### config.mk
export PLATFORM = sky130hd
export DESIGN_NAME = usbs_status
export DESIGN_NICKNAME = d
export VERILOG_FILES = /design/src/core/usbs_pkg.sv /design/src/core/usbs_sched_track.sv /design/src/core/usbs_port_detect.sv /design/src/core/usbs_status.sv
export SDC_FILE = /design/constraint.sdc
export NUM_CORES = 1
export LEC_CHECK = 0
export ABC_AREA = 1
export CAP_MARGIN = 5
export CORE_MARGIN = 3
export CORE_UTILIZATION = 28
export CTS_CLUSTER_DIAMETER = 60
export CTS_CLUSTER_SIZE = 20
export DETAILED_ROUTE_END_ITERATION = 7
export DONT_BUFFER_PORTS = 1
export GPL_TIMING_DRIVEN = 1
export HOLD_SLACK_MARGIN = 0.1
export SYNTH_ARGS = -nofsm -noshare
export SYNTH_HDL_FRONTEND = slang
export SYNTH_SLANG_ARGS = --single-unit
export TNS_END_PERCENT = 5
### constraint.sdc
create_clock -name i_clk -period 1.2 [get_ports i_clk]
set_input_delay 0.06 -clock i_clk [delete_from_list [all_inputs] [get_ports i_clk]]
set_output_delay 0.06 -clock i_clk [all_outputs]
set_load 0.03 [all_outputs]
### src/core/usbs_pkg.sv
// Shared constants for the host controller status register block
package usbs_pkg;
	localparam int unsigned ADDR_W      = 8;
	localparam int unsigned DATA_W      = 32;
	localparam int unsigned FI_W        = 14;
	// Status register byte offset from the memory base address
	localparam logic [7:0]  STATUS_OFFSET = 8'h24;
	// Status register field positions
	localparam int unsigned BIT_ASYNC_STATE    = 15;
	localparam int unsigned BIT_PERIODIC_STATE = 14;
	localparam int unsigned BIT_EMPTY_DETECT   = 13;
	localparam int unsigned BIT_HALTED         = 12;
	localparam int unsigned BIT_ADVANCE        = 5;
	localparam int unsigned BIT_HOST_ERR       = 4;
	localparam int unsigned BIT_ROLLOVER       = 3;
	localparam int unsigned BIT_PORT_CHANGE    = 2;
	localparam int unsigned BIT_TX_ERROR       = 1;
	localparam int unsigned BIT_TX_DONE        = 0;
	localparam int unsigned EVENT_W            = 6;
	// Reset values of the single-bit state fields and of the read data
	localparam logic        RST_HALTED   = 1'b1;
	localparam logic        RST_STATE    = 1'b0;
	localparam logic        RST_EVENT    = 1'b0;
	localparam logic [31:0] RST_RDATA    = 32'h0000_0000;
	// Frame list size encodings and the index bit that wraps for each
	localparam logic [1:0]  FLS_1024 = 2'h0;
	localparam logic [1:0]  FLS_512  = 2'h1;
	localparam logic [1:0]  FLS_256  = 2'h2;
	localparam int unsigned WRAP_BIT_1024 = 13;
	localparam int unsigned WRAP_BIT_512  = 12;
	localparam int unsigned WRAP_BIT_256  = 11;
endpackage

### src/core/usbs_sched_track.sv
// Reported run state of one schedule, lagging its enable control
`timescale 1ns/1ps
`default_nettype none
module usbs_sched_track (
	input  wire logic i_clk,
	input  wire logic i_sys_rst,
	input  wire logic i_enable,
	input  wire logic i_running,
	output logic      o_state
);
	import usbs_pkg::*;

	typedef struct packed {
		logic state;
	} usbs_track_t;

	usbs_track_t s_q;
	usbs_track_t s_d;

	// Follow the enable only once the engine agrees with it
	always_comb begin
		s_d = s_q;
		if (i_running == i_enable) begin
			s_d.state = i_enable;
		end
	end

	// Reset to idle
	always_ff @(posedge i_clk) begin
		if (i_sys_rst) begin
			s_q.state <= RST_STATE;
		end else begin
			s_q <= s_d;
		end
	end

	assign o_state = s_q.state;
endmodule
`default_nettype wire

### src/core/usbs_port_detect.sv
// Port change detection over all root ports
`timescale 1ns/1ps
`default_nettype none
module usbs_port_detect #(
	parameter int unsigned PORTS = 2
) (
	input  wire logic             i_clk,
	input  wire logic             i_sys_rst,
	input  wire logic [PORTS-1:0] i_change,
	input  wire logic [PORTS-1:0] i_companion_owned,
	input  wire logic [PORTS-1:0] i_force_resume,
	input  wire logic [PORTS-1:0] i_resume_jk,
	output logic                  o_set,
	output logic                  o_any
);
	import usbs_pkg::*;

	typedef struct packed {
		logic [PORTS-1:0] chg_prev;
		logic [PORTS-1:0] fr_prev;
		logic             set;
		logic             any;
	} usbs_port_t;

	usbs_port_t s_q;
	usbs_port_t s_d;

	// Rising edges only; a change bit held high reports once
	always_comb begin
		s_d          = s_q;
		s_d.chg_prev = i_change;
		s_d.fr_prev  = i_force_resume;
		s_d.set      = 1'b0;
		for (int p = 0; p < PORTS; p++) begin
			if (!i_companion_owned[p] && i_change[p] && !s_q.chg_prev[p]) begin
				s_d.set = 1'b1;
			end
			if (i_force_resume[p] && !s_q.fr_prev[p] && i_resume_jk[p]) begin
				s_d.set = 1'b1;
			end
		end
		// Summary used when power returns from the deep sleep state
		s_d.any = |(i_change | i_force_resume);
	end

	always_ff @(posedge i_clk) begin
		if (i_sys_rst) begin
			s_q <= '0;
		end else begin
			s_q <= s_d;
		end
	end

	assign o_set = s_q.set;
	assign o_any = s_q.any;
endmodule
`default_nettype wire

### src/core/usbs_status.sv
// Host controller status register with its event and state tracking
// Operation
// - Bit 15 shows async schedule running, resets 0
// - Async state follows enable once really changed
// - Bit 14 shows periodic schedule running, resets 0
// - Periodic state follows enable once really changed
// - Bit 13 read-only empty async pass flag
// - Halted resets 1, reads 0 while running
// - Halted sets only after engine really stopped
// - Doorbell sets bit 5 at next advance
// - Bit 4 sets on host system error
// - Host system error clears run/stop
// - Bit 3 sets when frame index wraps
// - Wrap bit chosen by frame list size
// - Bit 2 sets on non-companion port change
// - Port flag also sets on J-K resume
// - Deep sleep wake reloads OR of changes
// - Bit 1 sets on transaction error
// - Error with completion request sets both flags
// - Bit 0 sets on retiring completion-request descriptor
// - Bit 0 also sets on short packet
// - Enabled events raise interrupt, all stay visible
`timescale 1ns/1ps
`default_nettype none
module usbs_status #(
	parameter int unsigned PORTS = 2
) (
	input  wire logic                        i_clk,
	input  wire logic                        i_sys_rst,
	// Register access port
	input  wire logic [usbs_pkg::ADDR_W-1:0] i_reg_addr,
	input  wire logic                        i_reg_wr,
	input  wire logic                        i_reg_rd,
	input  wire logic [usbs_pkg::DATA_W-1:0] i_reg_wdata,
	output logic      [usbs_pkg::DATA_W-1:0] o_reg_rdata,
	// Command register controls
	input  wire logic                        i_run_stop,
	input  wire logic                        i_async_sched_enable,
	input  wire logic                        i_periodic_sched_enable,
	input  wire logic                        i_doorbell_write,
	input  wire logic [1:0]                  i_frame_list_size,
	input  wire logic [5:0]                  i_intr_enable,
	output logic                             o_run_stop_clear,
	output logic                             o_doorbell_done,
	// Schedule engine reports
	input  wire logic                        i_async_running,
	input  wire logic                        i_periodic_running,
	input  wire logic                        i_engine_idle,
	input  wire logic                        i_async_empty_detect,
	input  wire logic                        i_async_advanced,
	input  wire logic                        i_host_sys_error,
	input  wire logic                        i_td_retire,
	input  wire logic                        i_td_ioc,
	input  wire logic                        i_td_error,
	input  wire logic                        i_short_packet,
	// Frame counter
	input  wire logic [usbs_pkg::FI_W-1:0]   i_frame_index,
	// Port logic
	input  wire logic [PORTS-1:0]            i_port_change,
	input  wire logic [PORTS-1:0]            i_companion_owned,
	input  wire logic [PORTS-1:0]            i_force_resume,
	input  wire logic [PORTS-1:0]            i_resume_jk,
	input  wire logic                        i_d3_to_d0,
	// Status outputs
	output logic                             o_halted_flag,
	output logic                             o_intr
);
	import usbs_pkg::*;

	// Register port timing
	// Strobe, address and data taken at one rising edge
	// Read data stands for exactly the next cycle
	// Read data is zero in every other cycle
	// A read and a write together return the old image
	// No wait state and no acknowledge on this port
	// Writes to any other address change nothing
	// Only full 32-bit words are read or written

	// Reset
	// Synchronous, active high, one edge is enough
	// All flags and pulses low, halted high, read data zero
	// First access may come the edge after release

	// Event timing
	// Engine pulse at edge N shows in the image after N
	// Port events pass an edge detector, one edge more
	// Interrupt output follows the image one edge later
	// Set beats clear when both fall in one cycle
	// An engine error or completion pulse held high sets its flag every cycle
	// Software clears a flag by writing one to its bit
	// Flags hold until software clears them; bit 2 can also be replaced by a wake reload

	// Halted flag
	// Cleared the edge after run/stop is seen high
	// Set only once run/stop is low and the engine idle
	// Idle while run/stop is still high is no halt
	// Resets high, as the engine is stopped after reset

	// Schedule state bits
	// Each follows its enable only when the engine agrees
	// Between the two, the old state is kept on purpose
	// Software polls these to know a change took effect

	// Doorbell
	// A ring waits for the next advance of the async schedule
	// Rings while one is pending merge into one completion
	// An advance with no ring pending is ignored
	// Completion pulse lets the command side drop its bit

	// Command side requests
	// Run/stop clear pulses the edge after each error cycle
	// Doorbell done pulses once at the serving advance
	// The command register owns both bits; this block asks

	// Frame list rollover
	// Watches the index bit just above the list entry field
	// Every toggle of that bit is one wrap of the list
	// Size code 3 is not defined and is taken as 1024
	// Changing the size while running can look like a wrap

	// Port change
	// Change bits count only for ports owned by this controller
	// Change bits report on their rising edge only
	// A change bit held high reports once
	// Wake from deep sleep reloads the OR of all change and force resume bits
	// That reload ignores owners; ownership may move in sleep

	// Interrupt
	// Any enabled flag raises the request
	// Disabled flags still read back for polling
	// Request drops the edge after the last enabled flag clears

	// Known limits
	// Frame index is expected to start at zero after reset
	// A start with the watched wrap bit set shows as one false rollover
	// Empty-detect bit mirrors the engine one cycle late
	// Reserved write bits are ignored, reserved read bits zero
	// Port inputs come from logic on this clock, no synchroniser

	// State of the block outside the trackers and port detector, registered in one place
	typedef struct packed {
		logic              halted;
		logic              empty_det;
		logic              advance;
		logic              host_err;
		logic              rollover;
		logic              port_chg;
		logic              tx_err;
		logic              tx_done;
		// Handshake, edge history and registered outputs
		logic              bell_pend;
		logic              wrap_prev;
		logic              run_clr;
		logic              bell_done;
		logic              intr;
		logic [DATA_W-1:0] rdata;
	} usbs_main_t;

	usbs_main_t s_q;
	usbs_main_t s_d;

	// Glue between the trackers, detector and state
	logic async_state;
	logic periodic_state;
	logic port_set;
	logic port_any;
	logic hit;
	logic [EVENT_W-1:0] clr;
	logic [EVENT_W-1:0] events;
	logic [EVENT_W-1:0] held;
	logic [DATA_W-1:0]  status_word;
	logic wrap_now;

	// Index bit that toggles at the wrap for the programmed list size
	function automatic logic wrap_bit(input logic [1:0] frame_list_size,
			input logic [FI_W-1:0] fi);
		logic b;
		b = fi[WRAP_BIT_1024];
		unique case (frame_list_size)
			FLS_1024: b = fi[WRAP_BIT_1024];
			FLS_512:  b = fi[WRAP_BIT_512];
			FLS_256:  b = fi[WRAP_BIT_256];
			default:  b = fi[WRAP_BIT_1024]; // Undefined code 3
		endcase
		return b;
	endfunction

	// Lagging schedule state trackers
	// Both schedules share one tracker design
	usbs_sched_track u_async (
		.i_clk     (i_clk),
		.i_sys_rst (i_sys_rst),
		.i_enable  (i_async_sched_enable),
		.i_running (i_async_running),
		.o_state   (async_state)
	);

	usbs_sched_track u_periodic (
		.i_clk     (i_clk),
		.i_sys_rst (i_sys_rst),
		.i_enable  (i_periodic_sched_enable),
		.i_running (i_periodic_running),
		.o_state   (periodic_state)
	);

	// Edge detection and wake summary for the root ports
	usbs_port_detect #(
		.PORTS (PORTS)
	) u_ports (
		.i_clk             (i_clk),
		.i_sys_rst         (i_sys_rst),
		.i_change          (i_port_change),
		.i_companion_owned (i_companion_owned),
		.i_force_resume    (i_force_resume),
		.i_resume_jk       (i_resume_jk),
		.o_set             (port_set),
		.o_any             (port_any)
	);

	// Decode and write-one-clear strobes; reserved write data ignored
	assign hit = i_reg_addr == STATUS_OFFSET;
	assign clr = (i_reg_wr && hit) ? i_reg_wdata[EVENT_W-1:0] : '0;
	assign wrap_now = wrap_bit(i_frame_list_size, i_frame_index);

	// Assembled register image, reserved bits read zero
	always_comb begin
		status_word = '0;
		status_word[BIT_ASYNC_STATE]    = async_state;
		status_word[BIT_PERIODIC_STATE] = periodic_state;
		status_word[BIT_EMPTY_DETECT]   = s_q.empty_det;
		status_word[BIT_HALTED]         = s_q.halted;
		status_word[BIT_ADVANCE]        = s_q.advance;
		status_word[BIT_HOST_ERR]       = s_q.host_err;
		status_word[BIT_ROLLOVER]       = s_q.rollover;
		status_word[BIT_PORT_CHANGE]    = s_q.port_chg;
		status_word[BIT_TX_ERROR]       = s_q.tx_err;
		status_word[BIT_TX_DONE]        = s_q.tx_done;
	end

	// Event flags as they read back
	assign events = status_word[EVENT_W-1:0];

	// Flags that survive this cycle's write-one-clear
	for (genvar g = 0; g < EVENT_W; g++) begin : g_hold
		assign held[g] = events[g] & ~clr[g];
	end

	// Next state: every event flag lets a new set beat a same-cycle clear
	always_comb begin
		s_d = s_q;
		s_d.run_clr   = 1'b0;
		s_d.bell_done = 1'b0;
		s_d.wrap_prev = wrap_now;
		s_d.empty_det = i_async_empty_detect;

		// Halted only after the engine has drained with run/stop low
		// Run/stop high wins at once, so a restart never waits
		// Idle alone means nothing while run/stop is high
		if (i_run_stop) begin
			s_d.halted = 1'b0;
		end else if (i_engine_idle) begin
			s_d.halted = 1'b1;
		end

		// Doorbell waits for the next advance of the async schedule
		if (i_doorbell_write) begin
			s_d.bell_pend = 1'b1;
		end
		// A ring while one is pending merges with it
		s_d.advance = held[BIT_ADVANCE];
		if (s_q.bell_pend && i_async_advanced) begin
			s_d.advance   = 1'b1;
			s_d.bell_pend = 1'b0;
			s_d.bell_done = 1'b1;
		end

		// Host system error also stops the schedule engine
		// Stop request repeats while the error input stays high
		s_d.host_err = held[BIT_HOST_ERR];
		if (i_host_sys_error) begin
			s_d.host_err = 1'b1;
			s_d.run_clr  = 1'b1;
		end

		// Rollover on each toggle of the wrap bit
		// A toggle in the clearing cycle still sets the flag
		s_d.rollover = (wrap_now != s_q.wrap_prev)
			| held[BIT_ROLLOVER];

		// Port change, or reload of the summary at wake from deep sleep
		// The wake reload replaces any stale flag
		if (i_d3_to_d0) begin
			s_d.port_chg = port_any | port_set;
		end else begin
			s_d.port_chg = port_set
				| held[BIT_PORT_CHANGE];
		end

		// Transaction completion events
		// An error on a completion-request descriptor sets both
		s_d.tx_err = (i_td_retire & i_td_error)
			| held[BIT_TX_ERROR];
		s_d.tx_done = (i_td_retire & i_td_ioc)
			| i_short_packet
			| held[BIT_TX_DONE];

		// Interrupt from enabled flags; disabled ones still read back
		// Taken from the image, so one edge after the flag
		s_d.intr = |(events & i_intr_enable);

		// Registered read data, zero for any other address
		// Zero between reads keeps a shared read bus simple
		s_d.rdata = (i_reg_rd && hit) ? status_word : RST_RDATA;
	end

	// Synchronous reset of the whole state
	// Flags and pulses low, halted high as nothing runs
	always_ff @(posedge i_clk) begin
		if (i_sys_rst) begin
			s_q           <= '0;
			s_q.halted    <= RST_HALTED;
			s_q.advance   <= RST_EVENT;
			s_q.host_err  <= RST_EVENT;
			s_q.rollover  <= RST_EVENT;
			s_q.port_chg  <= RST_EVENT;
			s_q.tx_err    <= RST_EVENT;
			s_q.tx_done   <= RST_EVENT;
			s_q.rdata     <= RST_RDATA;
		end else begin
			s_q <= s_d;
		end
	end

	// Ports straight from the state register
	assign o_reg_rdata      = s_q.rdata;
	assign o_run_stop_clear = s_q.run_clr;
	assign o_doorbell_done  = s_q.bell_done;
	assign o_halted_flag    = s_q.halted;
	assign o_intr           = s_q.intr;
endmodule
`default_nettype wire

==> flow_results.org <==
** Routing
- 1st-iter DRT viols :: 32
- In the routed design, unresolved DRC markers number 0.
- In the final routing, the length of wire on met1 measures 1230 um.
- Wire segments on met3 add up to 227 um in the final route.
- Post-route antenna net violation count :: 0
- For this block, the via count after detailed routing is 1,144.
- The highest layer touched by signal routing is met4.
- Using the TritonRoute via totals, the vias-per-cell ratio works out to 4.03.
- In the detailed route, the total length drawn on met2 is 1640 um.
- The pre-antenna-repair detailed-routing pass consisted of 4 iterations.
- In the final routed layout, each cell accounts on average for 11.2 um.
- The routed design has 3180 um of wire.

** Clock tree
- The clock net in this run drives a total of 31 sinks.
- Number of buffers added by the clock tree synthesis step :: 5
- Buffers added to address setup during post-CTS repair amount to 0.
- The longest clock path from root to sink contains 2 buffers.
- Number of levels the H-tree was split into :: 2
- Clock Pin Slew Worst Setup and Hold Paths :: 0.07 ns
- CTS tree :: yes
- The clock reaches the later pin of the worst-skew pair after 0.28 ns.
- CTS placed an instance of clkbuf_8 at the clock tree root.

** Power and ir drop
- Summed over all cells, the static leakage comes to 0.914 nW.
- The design draws 2.45 mW.
- In this run the power density over the cells is 1300 nW/um2.
- The worst-case IR drop observed on VDD is 0.000428 V.

** Synth
- Synth top area share :: 43.5%
- After synthesis, the mean cell area works out to 7.92 um2.
- Summing the areas of all and, or, nand and nor instances in the mapped netlist gives 20.1% of the synthesized area.
- Measured against the total synthesized area, the mux share comes to 0%.
- The synthesized netlist devotes 8.87% of its cell area to compound gates.
- Netlist area before placement :: 1430 um2
- Cells after Synth :: 180
- Adder-cell share of the synthesized area :: 1.76%
- Yosys warnings :: 0
- Dominant combinational cell family by area after synthesis :: buffers and inverters
- In the post-synthesis netlist, the biggest area contributors are dfxtp_1 44%, buf_4 17%, inv_1 7.6%.
- Cell taking the most area after synthesis :: dfxtp_1
- Sequential-to-total area share from yosys stat :: 43.5%
- Of the total synthesized cell area, the portion taken by XOR and XNOR cells is 0%.
- Flop and latch count out of synthesis :: 31
- The synthesized netlist contains 22 unique library cells.

** Cells and area
- Antenna diodes :: 0
- Ratio of cells with drive above 1 in the final layout :: 8.29%
- Number of fill cells :: 520
- Post-layout nets :: 308
- From synthesis to final layout, the design area changed by 32.0%.
- Final non-filler cell area :: 1880 um2

** Critical path
- For this run, the slowest stage of the critical path takes 0.58 ns.
- The largest individual stage delay along the critical path comes from the cell dlygate4sd3_1.
- The most critical setup path has its startpoint at i_periodic_sched_enable.
- The critical path is of the in2reg type.
- Among the stages of the critical path, the cell type that occurs most often is dlygate4sd3_1.
- STA classifies the critical path startpoint as a primary input.
- For the worst setup path, the data required time is 1.37 ns.
- Worst path buffer plus inverter count :: 2
- For the worst setup path, the data arrival time is 1.36 ns.
- List of cells traversed by the critical path :: dlygate4sd3_1 > a21oi_2 > dlygate4sd3_1 > nor2_1
- On the critical path the largest part of the delay comes from buffers and inverters.
- R2R Path Start :: u_periodic.o_state
- Max FO, Critical Path :: 1
- Setup slack on the worst reg-to-reg path comes out at 0.01 ns.
- STA classifies the critical path endpoint as a register.

** Timing
- In the post-route analysis, the smallest setup slack over all paths is 0.00186 ns.
- Final sum of negative setup slack :: 0 ns
- Portion of the clock cycle consumed by the worst path in the final layout :: 99.8%
- RSZ-0062 raised after global routing :: true
- Final setup vio count :: 0
- Worst setup skew after layout :: 0.00736 ns
- Max-slew violation count :: 0
- Max Fclk :: 835 MHz
- Final critical delay including setup and external delays :: 1.20 ns
- Final hold violation count :: 0

** Global route
- Global-route wire length before repair :: 4910 um
- The number of global-route vias before repair was 1,092.
- The number of antenna violations at the first check in global routing came to 0.
- The total overflow left after global routing is 0.
- GRT Total Usage :: 10.7%
- Maximum number of pins on one net before global-route repair :: 12

** Min path
- The tightest min-delay check is of the in2reg type.
- Hold wc startpoint :: i_frame_index[13]

** Outcome
- The flow ran to the end, and the final reports show no timing, DRC or antenna violations.

** Die
- The die is 77.3 um wide.
- For this configuration, the core starts out at a cell density of 29.6%.
- Top Ports :: 125
- The core region is 4820 um2.
- Standard-cell rows :: 25
- Die outline height :: 77.3 um
- The floorplan step defined a die boundary enclosing 5980 um2.

** Placed design
- Before CTS, the worst setup slack after placement is 0.274 ns.
- Half-perimeter wire length after detailed placement :: 2100 um
- Weighted congestion at the end of routability-driven global placement :: 0.672
- Count of buffers inserted at the top-level ports :: 0
- Once placement finished, the instance area stood at 1350 um2.

** Flow run
- The tool flagged a number of max-cap violations equal to 0.
## area by class of cell
type / count / area, um2 / share of cell area (%)
Timing Repair Buffer: 43 / 433 / 23.0
Sequential cell: 31 / 623 / 33.1
Multi-Input combinational cell: 106 / 524 / 27.9
Clock inverter: 1 / 30.0 / 1.60
Inverter: 30 / 115 / 6.12
Clock buffer: 6 / 72.6 / 3.86
Tap cell: 67 / 83.8 / 4.45
## power breakdown
part	internal [mW]	switching, mW
clock network	0.608	0.370
logic	0.150	0.199
registers	1.08	0.0422
total	1.84	0.611
## sequential cells by signal (all words and copies together) (netlist names)
signal and count:
o_intr 1, u_periodic.o_state 1, o_reg_rdata 10, o_run_stop_clear 1
o_doorbell_done 1, events 6, u_async.o_state 1, o_halted_flag 1
u_ports.s_q 4, s_q 3, u_ports.o_any 1, u_ports.o_set 1
## worst min-delay path: stages
cell     delay, ns
inv_1         0.02
nand2_1       0.07
nand3_1       0.08
nand2_1       0.07
a21oi_1       0.05
## cell usage in the layout, fill, tap and decap left out, drive strengths merged
| master | synthesis | routed |
|---|---|---|
| dlygate4sd3 | 0 | 40 |
| nand4 | 5 | 5 |
| bufinv | 0 | 1 |
| o22ai | 2 | 2 |
| a22o | 3 | 3 |
| a41oi | 1 | 1 |
| nor2 | 30 | 30 |
| o21ai | 4 | 4 |
| nand3 | 2 | 2 |
| nand2 | 22 | 22 |
| conb | 1 | 22 |
| buf | 34 | 1 |
| o31a | 1 | 1 |
| a21oi | 10 | 10 |
| ha | 2 | 2 |
| clkbuf | 0 | 6 |
| dlymetal6s4s | 0 | 2 |
| nor3 | 2 | 2 |
| inv | 30 | 30 |
| dfxtp | 31 | 31 |
## cell usage after synthesis
library cell	n
a21oi_1	10
a22o_1	3
a41oi_1	1
buf_2	2
buf_4	32
conb_1	1
dfxtp_1	31
ha_1	2
inv_1	29
inv_2	1
nand2_1	21
nand2_2	1
nand3_1	2
nand4_1	4
nand4_4	1
nor2_1	25
nor2_2	3
nor2_4	2
nor3_1	2
o21ai_0	4
o22ai_1	2
o31a_1	1
## layer usage
metal | track usage [%] | vias up
li1 | - | 575
met4 | 6.23 | 0
met3 | 3.02 | 8
met2 | 19.0 | 54
met5 | 0 | -
met1 | 11.3 | 507
## stage by stage
| step | hold WS, ns | std cells | utilization (%) |
|---|---|---|---|
| 6_report | 0.114 | 284 | 39.1 |
| 3_5_place_dp | 0.135 | 235 | 27.9 |
| 3_3_place_gp | 0.134 | 235 | 27.9 |
| 2_1_floorplan | 0.154 | 201 | - |
| 4_1_cts | 0.103 | 284 | 38.8 |
| 5_1_grt | 0.126 | 284 | 39.1 |
## repair_timing
action	4_1_cts	5_1_grt
endpoints found under the setup margin	0	8
gates resized for setup	0	6
endpoints found under the hold margin	31	1
hold buffers	42	1
## kinds of logic (layout without fill, tap and decap cells)
kind of cell,after synthesis,count (layout)
adder cells (fa/ha/maj),2,2
buffers and inverters,64,80
AO/OA/AOI/OAI,21,21
flip-flops,31,31
other,1,22
AND/OR/NAND/NOR,61,61
## final timing paths
| check | endpoint | cells past startpoint |
|---|---|---|
| setup / recovery | u_periodic.o_state | 4 |
| hold / removal | events[3] | 5 |
| setup reg to reg | u_periodic.o_state | 3 |
| hold reg to reg | o_reg_rdata[13] | 2 |
Power figures use the tool's default switching activity.
